<file path="config.mk">
export PLATFORM = sky130hd
export DESIGN_NAME = etp_unit
export DESIGN_NICKNAME = d
export VERILOG_FILES = /design/src/hdl/etp_pkg.sv /design/src/hdl/etp_unit.sv
export VERILOG_INCLUDE_DIRS = /design/src /design/src/hdl
export SDC_FILE = /design/constraint.sdc
export NUM_CORES = 1
export LEC_CHECK = 0
export ABC_AREA = 1
export BUFFER_PORTS_ARGS = -buffer_cell sky130_fd_sc_hd__buf_4
export CORE_ASPECT_RATIO = 1.25
export CORE_MARGIN = 2
export CORE_UTILIZATION = 35
export DETAILED_ROUTE_END_ITERATION = 8
export GPL_TIMING_DRIVEN = 0
export SYNTH_ARGS = -nofsm -noshare
export SYNTH_HDL_FRONTEND = slang
export SYNTH_SLANG_ARGS = --single-unit
</file>
<file path="constraint.sdc">
create_clock -name core_clk -period 3 [get_ports core_clk]
set_clock_uncertainty 0.2 [all_clocks]
set_input_delay 0.15 -clock core_clk [delete_from_list [all_inputs] [get_ports core_clk]]
set_output_delay 0.15 -clock core_clk [all_outputs]
set_load 0.05 [all_outputs]
</file>
<file path="src/hdl/etp_cfg.svh">
/* Offsets, status word fields, vector numbers and bus codes of the unit.
   Assumes one inclusion per compile unit. */
`ifndef ETP_CFG_SVH
`define ETP_CFG_SVH
`define ETP_REG_SW     8'h00
`define ETP_REG_STATE  8'h04
`define ETP_REG_FADDR  8'h08
`define ETP_REG_FINFO  8'h0C
`define ETP_SW_TRACE   15
`define ETP_SW_SUPER   13
`define ETP_SW_MASK_HI 10
`define ETP_SW_MASK_LO 8
`define ETP_SW_RESET   16'h2700
`define ETP_VEC_RESET  8'h00
`define ETP_VEC_BUS    8'h02
`define ETP_VEC_ADDR   8'h03
`define ETP_VEC_ILL    8'h04
`define ETP_VEC_ZDIV   8'h05
`define ETP_VEC_CHK    8'h06
`define ETP_VEC_OVERFLOW_TRAP_OP  8'h07
`define ETP_VEC_PRIV   8'h08
`define ETP_VEC_TRACE  8'h09
`define ETP_VEC_LINE_A 8'h0A
`define ETP_VEC_LINE_F 8'h0B
`define ETP_VEC_SPUR   8'h18
`define ETP_VEC_AUTO   8'h18
`define ETP_VEC_TRAP   8'h20
`define ETP_OP_LINE_A  4'hA
`define ETP_OP_LINE_F  4'hF
`define ETP_FC_SUP_PRG 3'h6
`define ETP_IPL_NMI    3'h7
`define ETP_PC_ADVANCE 24'h000002
`endif

</file>
<file path="src/hdl/etp_pkg.sv">
/* Sequencer states and the bundles shared with the core and bus logic.
   Assumes one processor clock for all of them. */
package etp_pkg;
    typedef enum logic [2:0] {
        st_normal = 3'b000,
        st_g0     = 3'b001,
        st_g1     = 3'b010,
        st_g2     = 3'b011,
        st_iack   = 3'b100,
        st_halt   = 3'b101
    } etp_state_type;

    typedef struct packed {
        logic        valid;
        logic [23:0] addr;
        logic        read;
        logic        wide;
        logic        instr;
        logic [2:0]  fc;
    } etp_access_type;

    typedef struct packed {
        logic       trap_op;
        logic [3:0] trap_num;
        logic       overflow_trap_op;
        logic       overflow;
        logic       bounds_check_op;
        logic       out_of_bounds;
        logic       signed_divide_op;
        logic       unsigned_divide_op;
        logic       divisor_zero;
    } etp_g2_type;

    typedef struct packed {
        logic legal;
        logic stop_op;
        logic reset_op;
        logic return_from_exception_op;
        logic move_to_status_op;
        logic logic_imm_to_status_op;
        logic user_stack_pointer_move_op;
    } etp_decode_type;

    typedef struct packed {
        logic        start;
        logic [1:0]  group;
        logic [7:0]  vector;
        logic [23:0] vector_addr;
        logic [2:0]  fc;
    } etp_exc_type;

    typedef struct packed {
        logic        long_frame;
        logic [15:0] saved_sw;
        logic [23:0] saved_pc;
        logic [15:0] opcode;
        logic [23:0] fault_addr;
        logic        read;
        logic        not_instr;
        logic [2:0]  fc;
    } etp_frame_type;
endpackage

</file>
<file path="src/hdl/etp_unit.sv">
/* Exception sequencer: traps, trace, interrupts, faults, frame, double-fault halt.
   Assumes the core stalls on exc_busy and pulses instr_start, instr_done, exc_done. */
// Local design decisions: the strobed register port and the register offsets.
`include "etp_cfg.svh"

module etp_unit (
    // Clock and reset
    input  logic                   core_clk,
    input  logic                   rst_b,
    // Register port
    input  logic [7:0]             reg_addr,
    input  logic [31:0]            reg_wdata,
    input  logic                   reg_we,
    input  logic                   reg_re,
    output logic [31:0]            reg_rdata,
    // Instruction core
    input  logic                   instr_start,
    input  logic [15:0]            instr_opcode,
    input  logic [23:0]            instr_pc,
    input  etp_pkg::etp_decode_type instr_decode,
    input  logic                   instr_done,
    input  etp_pkg::etp_g2_type    instr_g2,
    input  logic [23:0]            next_pc,
    input  logic                   exc_done,
    output logic                   exc_busy,
    output etp_pkg::etp_exc_type   exc,
    output etp_pkg::etp_frame_type frame,
    output logic [15:0]            status_word,
    output logic                   halted,
    // Bus interface
    input  etp_pkg::etp_access_type access,
    input  logic                   bus_fault_n,
    input  logic                   transfer_acknowledge_n,
    input  logic                   sync_peripheral_select_n,
    input  logic [15:0]            data_in,
    input  logic [2:0]             ipl,
    output logic                   abort_cycle,
    output logic                   short_cycle,
    output logic                   iack_cycle,
    output logic [2:0]             iack_level,
    output logic                   upper_strobe,
    output logic                   lower_strobe
);
    etp_pkg::etp_state_type state_r;
    etp_pkg::etp_state_type state_nxt;
    logic [15:0] sw_r;
    logic [15:0] opcode_r;
    logic [23:0] pc_r;
    logic [2:0]  ipl_prev_r;
    logic [2:0]  iack_level_r;
    logic [7:0]  g2_vec_r;
    logic [31:0] rdata_r;
    logic        reset_pend_r;
    logic        in_instr_r;
    logic        trace_armed_r;
    logic        trace_pend_r;
    logic        g2_pend_r;
    logic        nmi_pend_r;
    logic        bus_err;
    logic        addr_err;
    logic        int_want;
    logic        nmi_edge;
    logic        launch;
    logic [7:0]  launch_vec;
    logic [1:0]  launch_grp;
    logic        launch_fault;
    logic        take_int;
    logic        accept_instr;
    logic        end_instr;
    logic        fire_trace;
    logic [23:0] launch_pc;
    logic [8:0]  class_hit;
    logic [8:0]  g2_hit;

    // Bit 8 marks a hit, bits 7:0 carry the vector number
    function automatic logic [8:0] etp_classify(input logic [15:0] op,
                                                input etp_pkg::etp_decode_type dec,
                                                input logic user);
        logic priv;
        priv = dec.stop_op | dec.reset_op | dec.return_from_exception_op | dec.move_to_status_op
             | dec.logic_imm_to_status_op | dec.user_stack_pointer_move_op;
        if (op[15:12] == `ETP_OP_LINE_A) begin
            etp_classify = {1'b1, `ETP_VEC_LINE_A};
        end else if (op[15:12] == `ETP_OP_LINE_F) begin
            etp_classify = {1'b1, `ETP_VEC_LINE_F};
        end else if (!dec.legal) begin
            etp_classify = {1'b1, `ETP_VEC_ILL};
        end else if (user && priv) begin
            etp_classify = {1'b1, `ETP_VEC_PRIV};
        end else begin
            etp_classify = 9'h000;
        end
    endfunction

    function automatic logic [8:0] etp_g2_vector(input etp_pkg::etp_g2_type g);
        if (g.trap_op) begin
            etp_g2_vector = {1'b1, `ETP_VEC_TRAP + {4'h0, g.trap_num}};
        end else if (g.overflow_trap_op && g.overflow) begin
            etp_g2_vector = {1'b1, `ETP_VEC_OVERFLOW_TRAP_OP};
        end else if (g.bounds_check_op && g.out_of_bounds) begin
            etp_g2_vector = {1'b1, `ETP_VEC_CHK};
        end else if ((g.signed_divide_op || g.unsigned_divide_op) && g.divisor_zero) begin
            etp_g2_vector = {1'b1, `ETP_VEC_ZDIV};
        end else begin
            etp_g2_vector = 9'h000;
        end
    endfunction

    function automatic logic [23:0] etp_vec_addr(input logic [7:0] vec);
        etp_vec_addr = {14'h0000, vec, 2'b00};
    endfunction

    // A fault seen while acknowledging is a spurious interrupt, not a bus error
    assign bus_err  = !bus_fault_n && state_r != etp_pkg::st_iack && state_r != etp_pkg::st_halt;
    assign addr_err = access.valid && access.addr[0] && (access.wide || access.instr)
                   && state_r != etp_pkg::st_halt;
    assign abort_cycle = bus_err || addr_err;
    // Outside halt, odd word and instruction accesses never reach the data phase
    assign short_cycle = addr_err;
    assign iack_cycle  = state_r == etp_pkg::st_iack;
    assign upper_strobe = iack_cycle;
    assign lower_strobe = iack_cycle;
    assign nmi_edge = ipl == `ETP_IPL_NMI && ipl_prev_r != `ETP_IPL_NMI;
    assign int_want = ipl != 3'h0
                   && (ipl > sw_r[`ETP_SW_MASK_HI:`ETP_SW_MASK_LO] || nmi_pend_r);
    assign class_hit = etp_classify(instr_opcode, instr_decode, !sw_r[`ETP_SW_SUPER]);
    assign g2_hit = g2_pend_r ? {1'b1, g2_vec_r} : etp_g2_vector(instr_g2);

    always_comb begin
        state_nxt    = state_r;
        launch       = 1'b0;
        launch_vec   = 8'h00;
        launch_grp   = 2'h0;
        launch_fault = 1'b0;
        launch_pc    = next_pc;
        take_int     = 1'b0;
        accept_instr = 1'b0;
        end_instr    = 1'b0;
        fire_trace   = 1'b0;
        if (state_r == etp_pkg::st_halt) begin
            state_nxt = etp_pkg::st_halt;
        end else if (reset_pend_r) begin
            launch     = 1'b1;
            launch_vec = `ETP_VEC_RESET;
            state_nxt  = etp_pkg::st_g0;
        end else if (bus_err || addr_err) begin
            if (state_r == etp_pkg::st_g0) begin
                state_nxt = etp_pkg::st_halt;
            end else begin
                launch       = 1'b1;
                launch_fault = 1'b1;
                launch_vec   = bus_err ? `ETP_VEC_BUS : `ETP_VEC_ADDR;
                launch_pc    = pc_r + `ETP_PC_ADVANCE;
                state_nxt    = etp_pkg::st_g0;
            end
        end else begin
            case (state_r)
                etp_pkg::st_normal: begin
                    end_instr = in_instr_r && instr_done;
                    if (end_instr && g2_hit[8]) begin
                        launch     = 1'b1;
                        launch_vec = g2_hit[7:0];
                        launch_grp = 2'h2;
                        state_nxt  = etp_pkg::st_g2;
                    end else if ((end_instr && trace_armed_r) || (!in_instr_r && trace_pend_r)) begin
                        launch     = 1'b1;
                        fire_trace = 1'b1;
                        launch_vec = `ETP_VEC_TRACE;
                        launch_grp = 2'h1;
                        state_nxt  = etp_pkg::st_g1;
                    end else if (!in_instr_r && int_want) begin
                        // A start in this cycle is dropped: the interrupt wins
                        take_int  = 1'b1;
                        state_nxt = etp_pkg::st_iack;
                    end else if (!in_instr_r && instr_start && class_hit[8]) begin
                        launch     = 1'b1;
                        launch_vec = class_hit[7:0];
                        launch_grp = 2'h1;
                        launch_pc  = instr_pc;
                        state_nxt  = etp_pkg::st_g1;
                    end else if (!in_instr_r && instr_start) begin
                        accept_instr = 1'b1;
                    end
                end
                etp_pkg::st_iack: begin
                    launch_grp = 2'h1;
                    launch_vec = `ETP_VEC_SPUR;
                    if (!transfer_acknowledge_n) begin
                        launch_vec = data_in[7:0];
                    end else if (!sync_peripheral_select_n) begin
                        launch_vec = `ETP_VEC_AUTO + {5'h00, iack_level_r};
                    end
                    if (!transfer_acknowledge_n || !sync_peripheral_select_n || !bus_fault_n) begin
                        launch    = 1'b1;
                        state_nxt = etp_pkg::st_g1;
                    end
                end
                etp_pkg::st_g0,
                etp_pkg::st_g1,
                etp_pkg::st_g2: begin
                    if (exc_done) begin
                        state_nxt = etp_pkg::st_normal;
                    end
                end
                default: begin
                    state_nxt = etp_pkg::st_halt;
                end
            endcase
        end
    end

    always_ff @(posedge core_clk) begin
        if (!rst_b) begin
            state_r <= etp_pkg::st_normal;
        end else begin
            state_r <= state_nxt;
        end
    end

    always_ff @(posedge core_clk) begin
        if (!rst_b) begin
            reset_pend_r <= 1'b1;
        end else if (launch) begin
            reset_pend_r <= 1'b0;
        end
    end

    always_ff @(posedge core_clk) begin
        if (!rst_b) begin
            in_instr_r    <= 1'b0;
            trace_armed_r <= 1'b0;
            opcode_r      <= 16'h0000;
            pc_r          <= 24'h000000;
        end else if (launch_fault || end_instr) begin
            in_instr_r    <= 1'b0;
            trace_armed_r <= 1'b0;
        end else if (accept_instr) begin
            in_instr_r    <= 1'b1;
            trace_armed_r <= sw_r[`ETP_SW_TRACE];
            opcode_r      <= instr_opcode;
            pc_r          <= instr_pc;
        end
    end

    // Forced exception first; its trace waits until the handler is entered
    always_ff @(posedge core_clk) begin
        if (!rst_b) begin
            trace_pend_r <= 1'b0;
        end else if (launch_fault || fire_trace) begin
            trace_pend_r <= 1'b0;
        end else if (end_instr && g2_hit[8] && trace_armed_r) begin
            trace_pend_r <= 1'b1;
        end
    end

    always_ff @(posedge core_clk) begin
        if (!rst_b) begin
            g2_pend_r <= 1'b0;
            g2_vec_r  <= 8'h00;
        end else if (launch_fault || end_instr) begin
            g2_pend_r <= 1'b0;
        end else if (in_instr_r && !g2_pend_r && g2_hit[8]) begin
            g2_pend_r <= 1'b1;
            g2_vec_r  <= g2_hit[7:0];
        end
    end

    // Edge into level seven is held until taken; a new edge beats the clear
    always_ff @(posedge core_clk) begin
        if (!rst_b) begin
            ipl_prev_r <= 3'h0;
            nmi_pend_r <= 1'b0;
        end else begin
            ipl_prev_r <= ipl;
            if (nmi_edge) begin
                nmi_pend_r <= 1'b1;
            end else if (take_int) begin
                nmi_pend_r <= 1'b0;
            end
        end
    end

    always_ff @(posedge core_clk) begin
        if (!rst_b) begin
            iack_level_r <= 3'h0;
        end else if (take_int) begin
            iack_level_r <= ipl;
        end
    end

    // Hardware updates win over a software write in the same cycle
    always_ff @(posedge core_clk) begin
        if (!rst_b) begin
            sw_r <= `ETP_SW_RESET;
        end else if (reset_pend_r) begin
            sw_r <= `ETP_SW_RESET;
        end else if (take_int) begin
            sw_r[`ETP_SW_SUPER]                    <= 1'b1;
            sw_r[`ETP_SW_TRACE]                    <= 1'b0;
            sw_r[`ETP_SW_MASK_HI:`ETP_SW_MASK_LO] <= ipl;
        end else if (launch) begin
            sw_r[`ETP_SW_SUPER] <= 1'b1;
            sw_r[`ETP_SW_TRACE] <= 1'b0;
        end else if (reg_we && reg_addr == `ETP_REG_SW) begin
            sw_r <= reg_wdata[15:0];
        end
    end

    always_ff @(posedge core_clk) begin
        if (!rst_b) begin
            exc <= '0;
        end else begin
            exc.start <= launch;
            if (launch) begin
                exc.group       <= launch_grp;
                exc.vector      <= launch_vec;
                exc.vector_addr <= etp_vec_addr(launch_vec);
                exc.fc          <= `ETP_FC_SUP_PRG;
            end
        end
    end

    // Status copy is taken before acknowledge alters it
    always_ff @(posedge core_clk) begin
        if (!rst_b) begin
            frame <= '0;
        end else if (take_int) begin
            frame.long_frame <= 1'b0;
            frame.saved_sw   <= sw_r;
            frame.saved_pc   <= next_pc;
        end else if (launch && !reset_pend_r) begin
            frame.long_frame <= launch_fault;
            frame.saved_pc   <= launch_pc;
            if (state_r != etp_pkg::st_iack) begin
                frame.saved_sw <= sw_r;
            end
            if (launch_fault) begin
                frame.opcode     <= opcode_r;
                frame.fault_addr <= access.addr;
                frame.read       <= access.read;
                frame.fc         <= access.fc;
                frame.not_instr  <= state_r == etp_pkg::st_g1 || state_r == etp_pkg::st_iack;
            end
        end
    end

    always_ff @(posedge core_clk) begin
        if (!rst_b) begin
            rdata_r <= 32'h00000000;
        end else if (reg_re) begin
            case (reg_addr)
                `ETP_REG_SW:    rdata_r <= {16'h0000, sw_r};
                `ETP_REG_STATE: rdata_r <= {17'h00000, in_instr_r, g2_pend_r, trace_pend_r, halted,
                                            state_r, exc.vector};
                `ETP_REG_FADDR: rdata_r <= {8'h00, frame.fault_addr};
                `ETP_REG_FINFO: rdata_r <= {10'h000, frame.long_frame, frame.fc, frame.not_instr,
                                            frame.read, frame.opcode};
                default:        rdata_r <= 32'h00000000;
            endcase
        end else begin
            rdata_r <= 32'h00000000;
        end
    end

    assign reg_rdata   = rdata_r;
    assign status_word = sw_r;
    assign halted      = state_r == etp_pkg::st_halt;
    assign exc_busy    = state_r != etp_pkg::st_normal || reset_pend_r;
    assign iack_level  = iack_level_r;
endmodule

</file>
==> results of run 1 <==
-- stage by stage --
stage | util | setup WS [ns] | total power, uW | setup TNS [ns]
finish | 0.5389 | 0.2085 | 9741 | 0
CTS | 0.5376 | 0.05908 | 9755 | 0
global route | 0.5389 | 0.009771 | 10190 | 0
detailed placement | 0.4601 | -0.05006 | 6815 | -0.2243
global placement | 0.4601 | -0.03455 | 6796 | -0.06935
floorplan | - | 0.2520 | 5603 | 0
-- how the worst min path moves through the flow --
stage,start,to,slack [ns],cells past startpoint
6_report,data_in[0],exc[5],0.004,5
5_1_grt,transfer_acknowledge_n,exc[9],0.03,5
4_1_cts,instr_done,in_instr_r,0.002,6
3_5_place_dp,ipl[0],ipl_prev_r[0],0.14,3
3_3_place_gp,ipl[0],ipl_prev_r[0],0.14,3
2_1_floorplan,ipl[0],ipl_prev_r[0],0.04,2
-- placed cells by master, fill, tap and decap left out, types with 5 or more instances in the layout --
cell type | synthesis | final
nor2_2 | 6 | 6
o21a_1 | 9 | 9
nand4_1 | 19 | 19
nand3_2 | 6 | 6
nor3_1 | 18 | 18
a31oi_1 | 5 | 5
buf_4 | 40 | 358
clkbuf_16 | 0 | 23
conb_1 | 1 | 25
o21ai_0 | 127 | 126
nor4_1 | 5 | 5
a21oi_1 | 112 | 111
nand3_1 | 86 | 86
buf_2 | 17 | 17
nand2_1 | 200 | 200
dfxtp_1 | 201 | 199
nor2_1 | 212 | 211
nor2_4 | 5 | 6
a221oi_1 | 7 | 7
inv_2 | 12 | 12
clkbuf_2 | 5 | 5
buf_6 | 5 | 5
nand2_4 | 5 | 7
o22ai_1 | 22 | 22
o21ai_1 | 5 | 6
xor2_1 | 11 | 11
a211oi_1 | 6 | 6
dlygate4sd3_1 | 0 | 139
clkbuf_1 | 29 | 38
inv_1 | 154 | 154
-- routing by layer --
metal  share of wire  wire, um  GRT usage  vias up
met3           0.069      2884    0.04103       90
met1            0.37     15670     0.3104     5146
met2            0.52     21610     0.5151      477
met5               0         0          0        -
met4           0.041      1736     0.1172        0
li1                -         -          -     5517
-- state kept, by name (all words and copies together) (netlist names), 8 cells and up --
signal	count
frame	86
reg_rdata	24
exc	12
status_word	16
g2_vec_r	8
pc_r	24
opcode_r	16
-- kinds of logic (layout without fill, tap and decap cells) --
family	count (synthesis)	count (layout)	synth area share
AND/OR/NAND/NOR	578	578	0.2660
AO/OA/AOI/OAI	315	315	0.1788
buffers and inverters	271	769	0.1269
flip-flops	201	201	0.4094
XOR/XNOR	15	15	0.01336
adder cells (fa/ha/maj)	4	4	0.005092
other	1	25	0.0003815
-- timing repair --
| action | CTS | global route |
|---|---|---|
| pin swaps | 1 | 1 |
| setup buffers | 1 | 2 |
| gates resized for setup | 3 | 6 |
| endpoints found under the hold margin | 137 | 0 |
| hold buffers | 139 | 0 |
| setup endpoints to repair | 13 | 80 |
-- tightest hold or removal path: cells and delay by family --
family | cells | cell delay, ns
AOI/OAI and AO/OA | 2 | 0.24
and+or+nand+nor | 2 | 0.21
buffers and inverters | 1 | 0.08
-- power groups by stage --
stage / clock network [uW] / logic [uW] / registers (uW)
CTS: 2830 / 3710 / 3210
floorplan: 0 / 1440 / 4170
global route: 2960 / 3980 / 3250
global placement: 0 / 3530 / 3260
detailed placement: 0 / 3550 / 3270
finish: 2790 / 3740 / 3220
-- cell type report --
type / instances / share of cell area
inverters: 171 / 0.04408
clock buffers: 34 / 0.04274
multi-input cells: 937 / 0.3140
repair buffers: 457 / 0.2536
flip-flops and latches: 201 / 0.2702
plain buffers: 100 / 0.03963
clock inverters: 7 / 0.006382
well taps: 350 / 0.02939
==> impl_metrics.yaml, run 1 <==
global_routing:
  grt_pass1_vias: 10890
  grt_pass1_wl_um: 62220
  grt_max_degree: 13
  grt_util_all_layers: 0.2752
  antenna_found_initial: 0
  grt_overflow: 0
sta:
  slew_viol_final: 0
  maxSlewHeadroom: 0.3653
  rsz0062_at_grt: "false"
  whs_ns: 0.003807
  finalCriticalPeriod_ns: 2.791
  setup_viol: 0
  finalHoldViolCount: 0
  fmax_mhz: 358.2
  worstMarginPinSlew_ns: 0.9434
  finalCritPeriodShare: 0.9305
critical_path:
  r2r-end: "frame[56]"
  cp.required_ns: 3.21
  slowest_stage: "dfxtp_2"
  crit_family: "simple AND/OR/NAND/NOR gates"
  critical_path.startpoint: "status_word[10]"
  crit_buf_inv: 3
  r2r_cells: 14
  path_cells: "inv_1 > ha_1 > a21oi_1 > nand2_1 > nand2_1 > nand2_1 > nand2_1 > inv_1 > nor2_4 > nand4_4 > buf_4 > o21ai_1 > o21a_1 > nor2_1"
  cp-endpoint: "frame[56]"
  crit_fanout: 9
  path_depth: 14
  rrSetupSlack_ns: 0.21
  worst-setup-path-type: "flop to flop"
  path_common_cell: "nand2_1"
  cp_slowest_stage_delay_ns: 0.38
  startpoint_type: "flop"
  cp_data_arrival_time_ns: 3.00
  rr_startpoint: "status_word[10]"
  end_kind: "flop"
logic_synthesis:
  synth_area_leaders: "dfxtp_1, nor2_1, nand2_1"
  syn_avg_cell_area_um2: 7.097
  synth_top_cell_area_share: 0.4094
  synth_edf_count: 0
  synthFlopType: "dfxtp_1"
  synth_largest_area_cell: "dfxtp_1"
  synth_top_cells_by_count: "nor2_1, dfxtp_1, nand2_1"
  yosysUniqueCellTypes: 56
  syn-instance-count: 1385
  synth.most_common_cell: "nor2_1"
  yosysWarnings: 0
  syn-cell-area_um2: 9829
  async_reset_ff_frac: 0
  ys_seq_area_frac: 0.4094
  synth_seq_cells: 201
clock_tree:
  cts.clk_slew.worst_paths_ns: 0.06
  h-tree-depth: 1
  tritoncts: "built"
  clock_path_buffers: 3
  numCtsBuffers: 23
  clock-sinks: 201
  clk_latency_ns: 0.52
  cts_root_buf: "clkbuf_16"
routing:
  drt-initial-drc-count: 641
  wire_per_inst_um: 18.56
  routed_wl_um: 41900
  dr.pass1.iters: 5
  vias: 11230
  drc_errors: 0
  vias_per_cell: 4.976
  antenna_left: 0
floorplanning:
  die_h_um: 191.4
  dieArea_um2: 29450
  row_count: 68
  core-area_um2: 27650
  start_util: 0.3555
  fp.dieW_um: 153.9
  io_pins: 365
finish:
  diodes: 0
  multiInputGateArea_um2: 4678
  regArea_um2: 4026
  area_delta_synth_final_pct: 51.59
  fillerInstances: 2783
  nets: 2078
  layout-drive-gt1-share: 0.2512
  final_cells: 2257
  post-route-cell-area_um2: 14900
power_and_ir_drop:
  power.internal_uw: 5829
  p_sw_frac: 0.4016
  seqPwrFrac: 0.330
  pwr_density_cell_nw_per_um2: 653.7
  leakage_uw: 0.006966
  power.share.clock: 0.286
  vdd_drop_max_v: 0.0004027
  p_comb_frac: 0.384
  switchingPower_uw: 3911
flow_run:
  drv_cap: 0
placement:
  port_buffers: 315
  dp.final_hpwl_um: 32550
  gp_congestion: 0.9457
  dp.cells: 2074
  placed_cell_area_um2: 12720
min_path:
  holdCritPathClass: "primary input to flop"
run_status:
  status: "finished clean"
No activity file was read; power rests on OpenSTA's default activity.
==> run 2, diff against run 1 <==
--- a/config.mk
+++ b/config.mk
@@ -10,9 +10,10 @@
 export BUFFER_PORTS_ARGS = -buffer_cell sky130_fd_sc_hd__buf_4
 export CORE_ASPECT_RATIO = 1.25
 export CORE_MARGIN = 2
-export CORE_UTILIZATION = 35
+export CORE_UTILIZATION = 50
 export DETAILED_ROUTE_END_ITERATION = 8
 export GPL_TIMING_DRIVEN = 0
+export PLACE_DENSITY = 0.81
 export SYNTH_ARGS = -nofsm -noshare
 export SYNTH_HDL_FRONTEND = slang
 export SYNTH_SLANG_ARGS = --single-unit
==> run 2 against run 1 <==
  * The run now ends with hold timing left
  * Cell area shrank 0.93%
  * Utilization grew 22 points
  * First-iteration DRC count up 32%
  * Global-route usage is 13 points higher
  * Count of clock-buffer cells in the layout decreased by 7
  * Non-clock buffer count up 1
  * Combinational power up 2%
  * Worst setup slack worse by 0.11 ns
==> impl_metrics.yaml, run 2 (synthesis results as in run 1) <==
clock_tree:
  clock_path_buffers: 3
  cts_root_buf: "clkbuf_16"
  numCtsBuffers: 21
  clock-sinks: 201
  tritoncts: "built"
  clk_latency_ns: 0.50
  h-tree-depth: 1
  cts.clk_slew.worst_paths_ns: 0.06
critical_path:
  rrSetupSlack_ns: 0.10
  cp_slowest_stage_delay_ns: 0.38
  crit_family: "simple AND/OR/NAND/NOR gates"
  path_common_cell: "nand2_1"
  path_cells: "inv_1 > ha_1 > a21oi_1 > nand2_1 > nand2_1 > nand2_1 > nand2_1 > inv_1 > nor2_4 > nand4_4 > buf_4 > o21ai_1 > nand2_1 > o21ai_1 > nor2_1"
  crit_buf_inv: 3
  worst-setup-path-type: "flop to flop"
  cp_data_arrival_time_ns: 3.09
  rr_startpoint: "status_word[10]"
  crit_fanout: 6
  slowest_stage: "dfxtp_2"
  end_kind: "flop"
  r2r_cells: 15
  r2r-end: "frame[57]"
  startpoint_type: "flop"
  cp.required_ns: 3.19
min_path:
  min_to: "state_r[1]"
  holdCritPathClass: "primary input to flop"
  worstHoldPathCells: 4
  min-delay-start: "bus_fault_n"
run_status:
  violations: "hold timing"
  status: "finished, violations left"
finish:
  largest_register_ffs: 86
  regArea_um2: 4026
  post-route-cell-area_um2: 14760
  multiInputGateArea_um2: 4687
  layout-drive-gt1-share: 0.2574
  area_delta_synth_final_pct: 50.18
  final_util: 0.7638
  final_cell_mix: "buf_4, nor2_1, nand2_1"
  layout_commonest_cell: "buf_4"
  fillerInstances: 1413
  nets: 2077
  max_flop_register: "frame"
global_routing:
  grt_pass1_vias: 11850
  grt_util_all_layers: 0.4032
  grt_pass1_wl_um: 64050
  grt_overflow: 0
  antenna_found_initial: 2
  grt_max_degree: 15
placement:
  placed_cell_area_um2: 12620
  gp_congestion: 0.9966
  port_buffers: 315
  dp.final_hpwl_um: 31170
floorplanning:
  dieArea_um2: 20800
  fp.dieW_um: 129.4
  io_pins: 365
  start_util: 0.5086
  core-area_um2: 19330
  die_h_um: 160.8
  row_count: 57
sta:
  finalCritPeriodShare: 0.9665
  whs_ns: -0.0005989
  slew_viol_final: 0
  worstMarginPinSlew_ns: 0.8916
  finalHoldViolCount: 1
  rsz0062_at_grt: "false"
  setup_viol: 0
  maxSlewHeadroom: 0.4001
  finalCriticalPeriod_ns: 2.899
  fmax_mhz: 344.9
power_and_ir_drop:
  finalPower_uw: 9626
  vdd_drop_max_v: 0.0005829
  leakage_uw: 0.006958
  pwr_density_cell_nw_per_um2: 652.1
routing:
  wire_per_inst_um: 20.02
  drt-initial-drc-count: 847
  antenna_left: 0
  vias_per_cell: 5.535
  vias: 12020
  drc_errors: 0
  routed_wl_um: 43460
  dr.pass1.iters: 6
flow_run:
  drv_cap: 0
run 2: cell count changes in the layout (fill, tap and decap cells not counted), moves of 3 or more:
cell / change
clkbuf_1: -7
buf_4: +6
buf_2: -5
clkinv_2: +4
clkbuf_4: +3
dlygate4sd3_1: -3
o21ai_0: -3
run 2: cell type report:
class | instances | share of cell area
Inverter | 171 | 0.04450
Sequential cell | 201 | 0.2728
Clock buffer | 27 | 0.03984
Multi-Input combinational cell | 937 | 0.3175
Buffer | 100 | 0.04085
Clock inverter | 10 | 0.005764
Timing Repair Buffer | 458 | 0.2560
Tap cell | 265 | 0.02246
Antenna cell | 2 | 0.0003390
run 2: metrics by stage:
step	std cells	setup WS [ns]	setup TNS, ns
2_1_floorplan	1409	0.2520	0
3_3_place_gp	1989	-0.2723	-1.368
3_5_place_dp	1989	-0.2656	-1.325
4_1_cts	2162	0.004491	0
5_1_grt	2171	0.005322	0
6_report	2171	0.1006	0
run 2: worst max-delay path by stage:
| stage | startpoint | end | slack [ns] | cells after the start |
|---|---|---|---|---|
| after floorplan | status_word[10] | frame[52] | 0.25 | 15 |
| final | status_word[10] | frame[57] | 0.10 | 15 |
| after global routing | status_word[10] | opcode_r[13] | 0.005 | 15 |
| after global placement | status_word[10] | frame[57] | -0.27 | 14 |
| after detailed placement | status_word[10] | frame[55] | -0.27 | 13 |
| after CTS | status_word[10] | opcode_r[13] | 0.004 | 15 |
run 2: what timing repair did:
action                     in CTS  in global routing
pin swaps                       1                  5
hold buffers                  136                  0
buffers inserted                0                  7
setup endpoints to repair      13                 77
hold endpoints to repair      137                  0
resized for setup               5                 16
run 2: power by group:
group	internal, uW	leakage [uW]	switching [uW]	total [uW]
sequential	2990	0.00164	237	3230
clock	1480	0.000336	1110	2580
combinational	1200	0.00498	2620	3820
total	5670	0.00696	3960	9630
run 2: layer usage:
| layer | GRT usage | vias to the layer above | routed length (um) |
|---|---|---|---|
| met3 | 0.07795 | 249 | 3753 |
| met5 | 0 | - | 0 |
| met2 | 0.6830 | 772 | 20770 |
| li1 | - | 5499 | - |
| met4 | 0.3414 | 0 | 4167 |
| met1 | 0.4234 | 5497 | 14770 |
run 2: worst reg2reg max path: stages (launching register included):
cell	delay, ns
dfxtp_2	0.38
inv_1	0.08
ha_1	0.32
a21oi_1	0.15
nand2_1	0.06
nand2_1	0.06
nand2_1	0.15
nand2_1	0.14
inv_1	0.10
nor2_4	0.17
nand4_4	0.17
buf_4	0.20
o21ai_1	0.33
nand2_1	0.15
o21ai_1	0.11
nor2_1	0.04
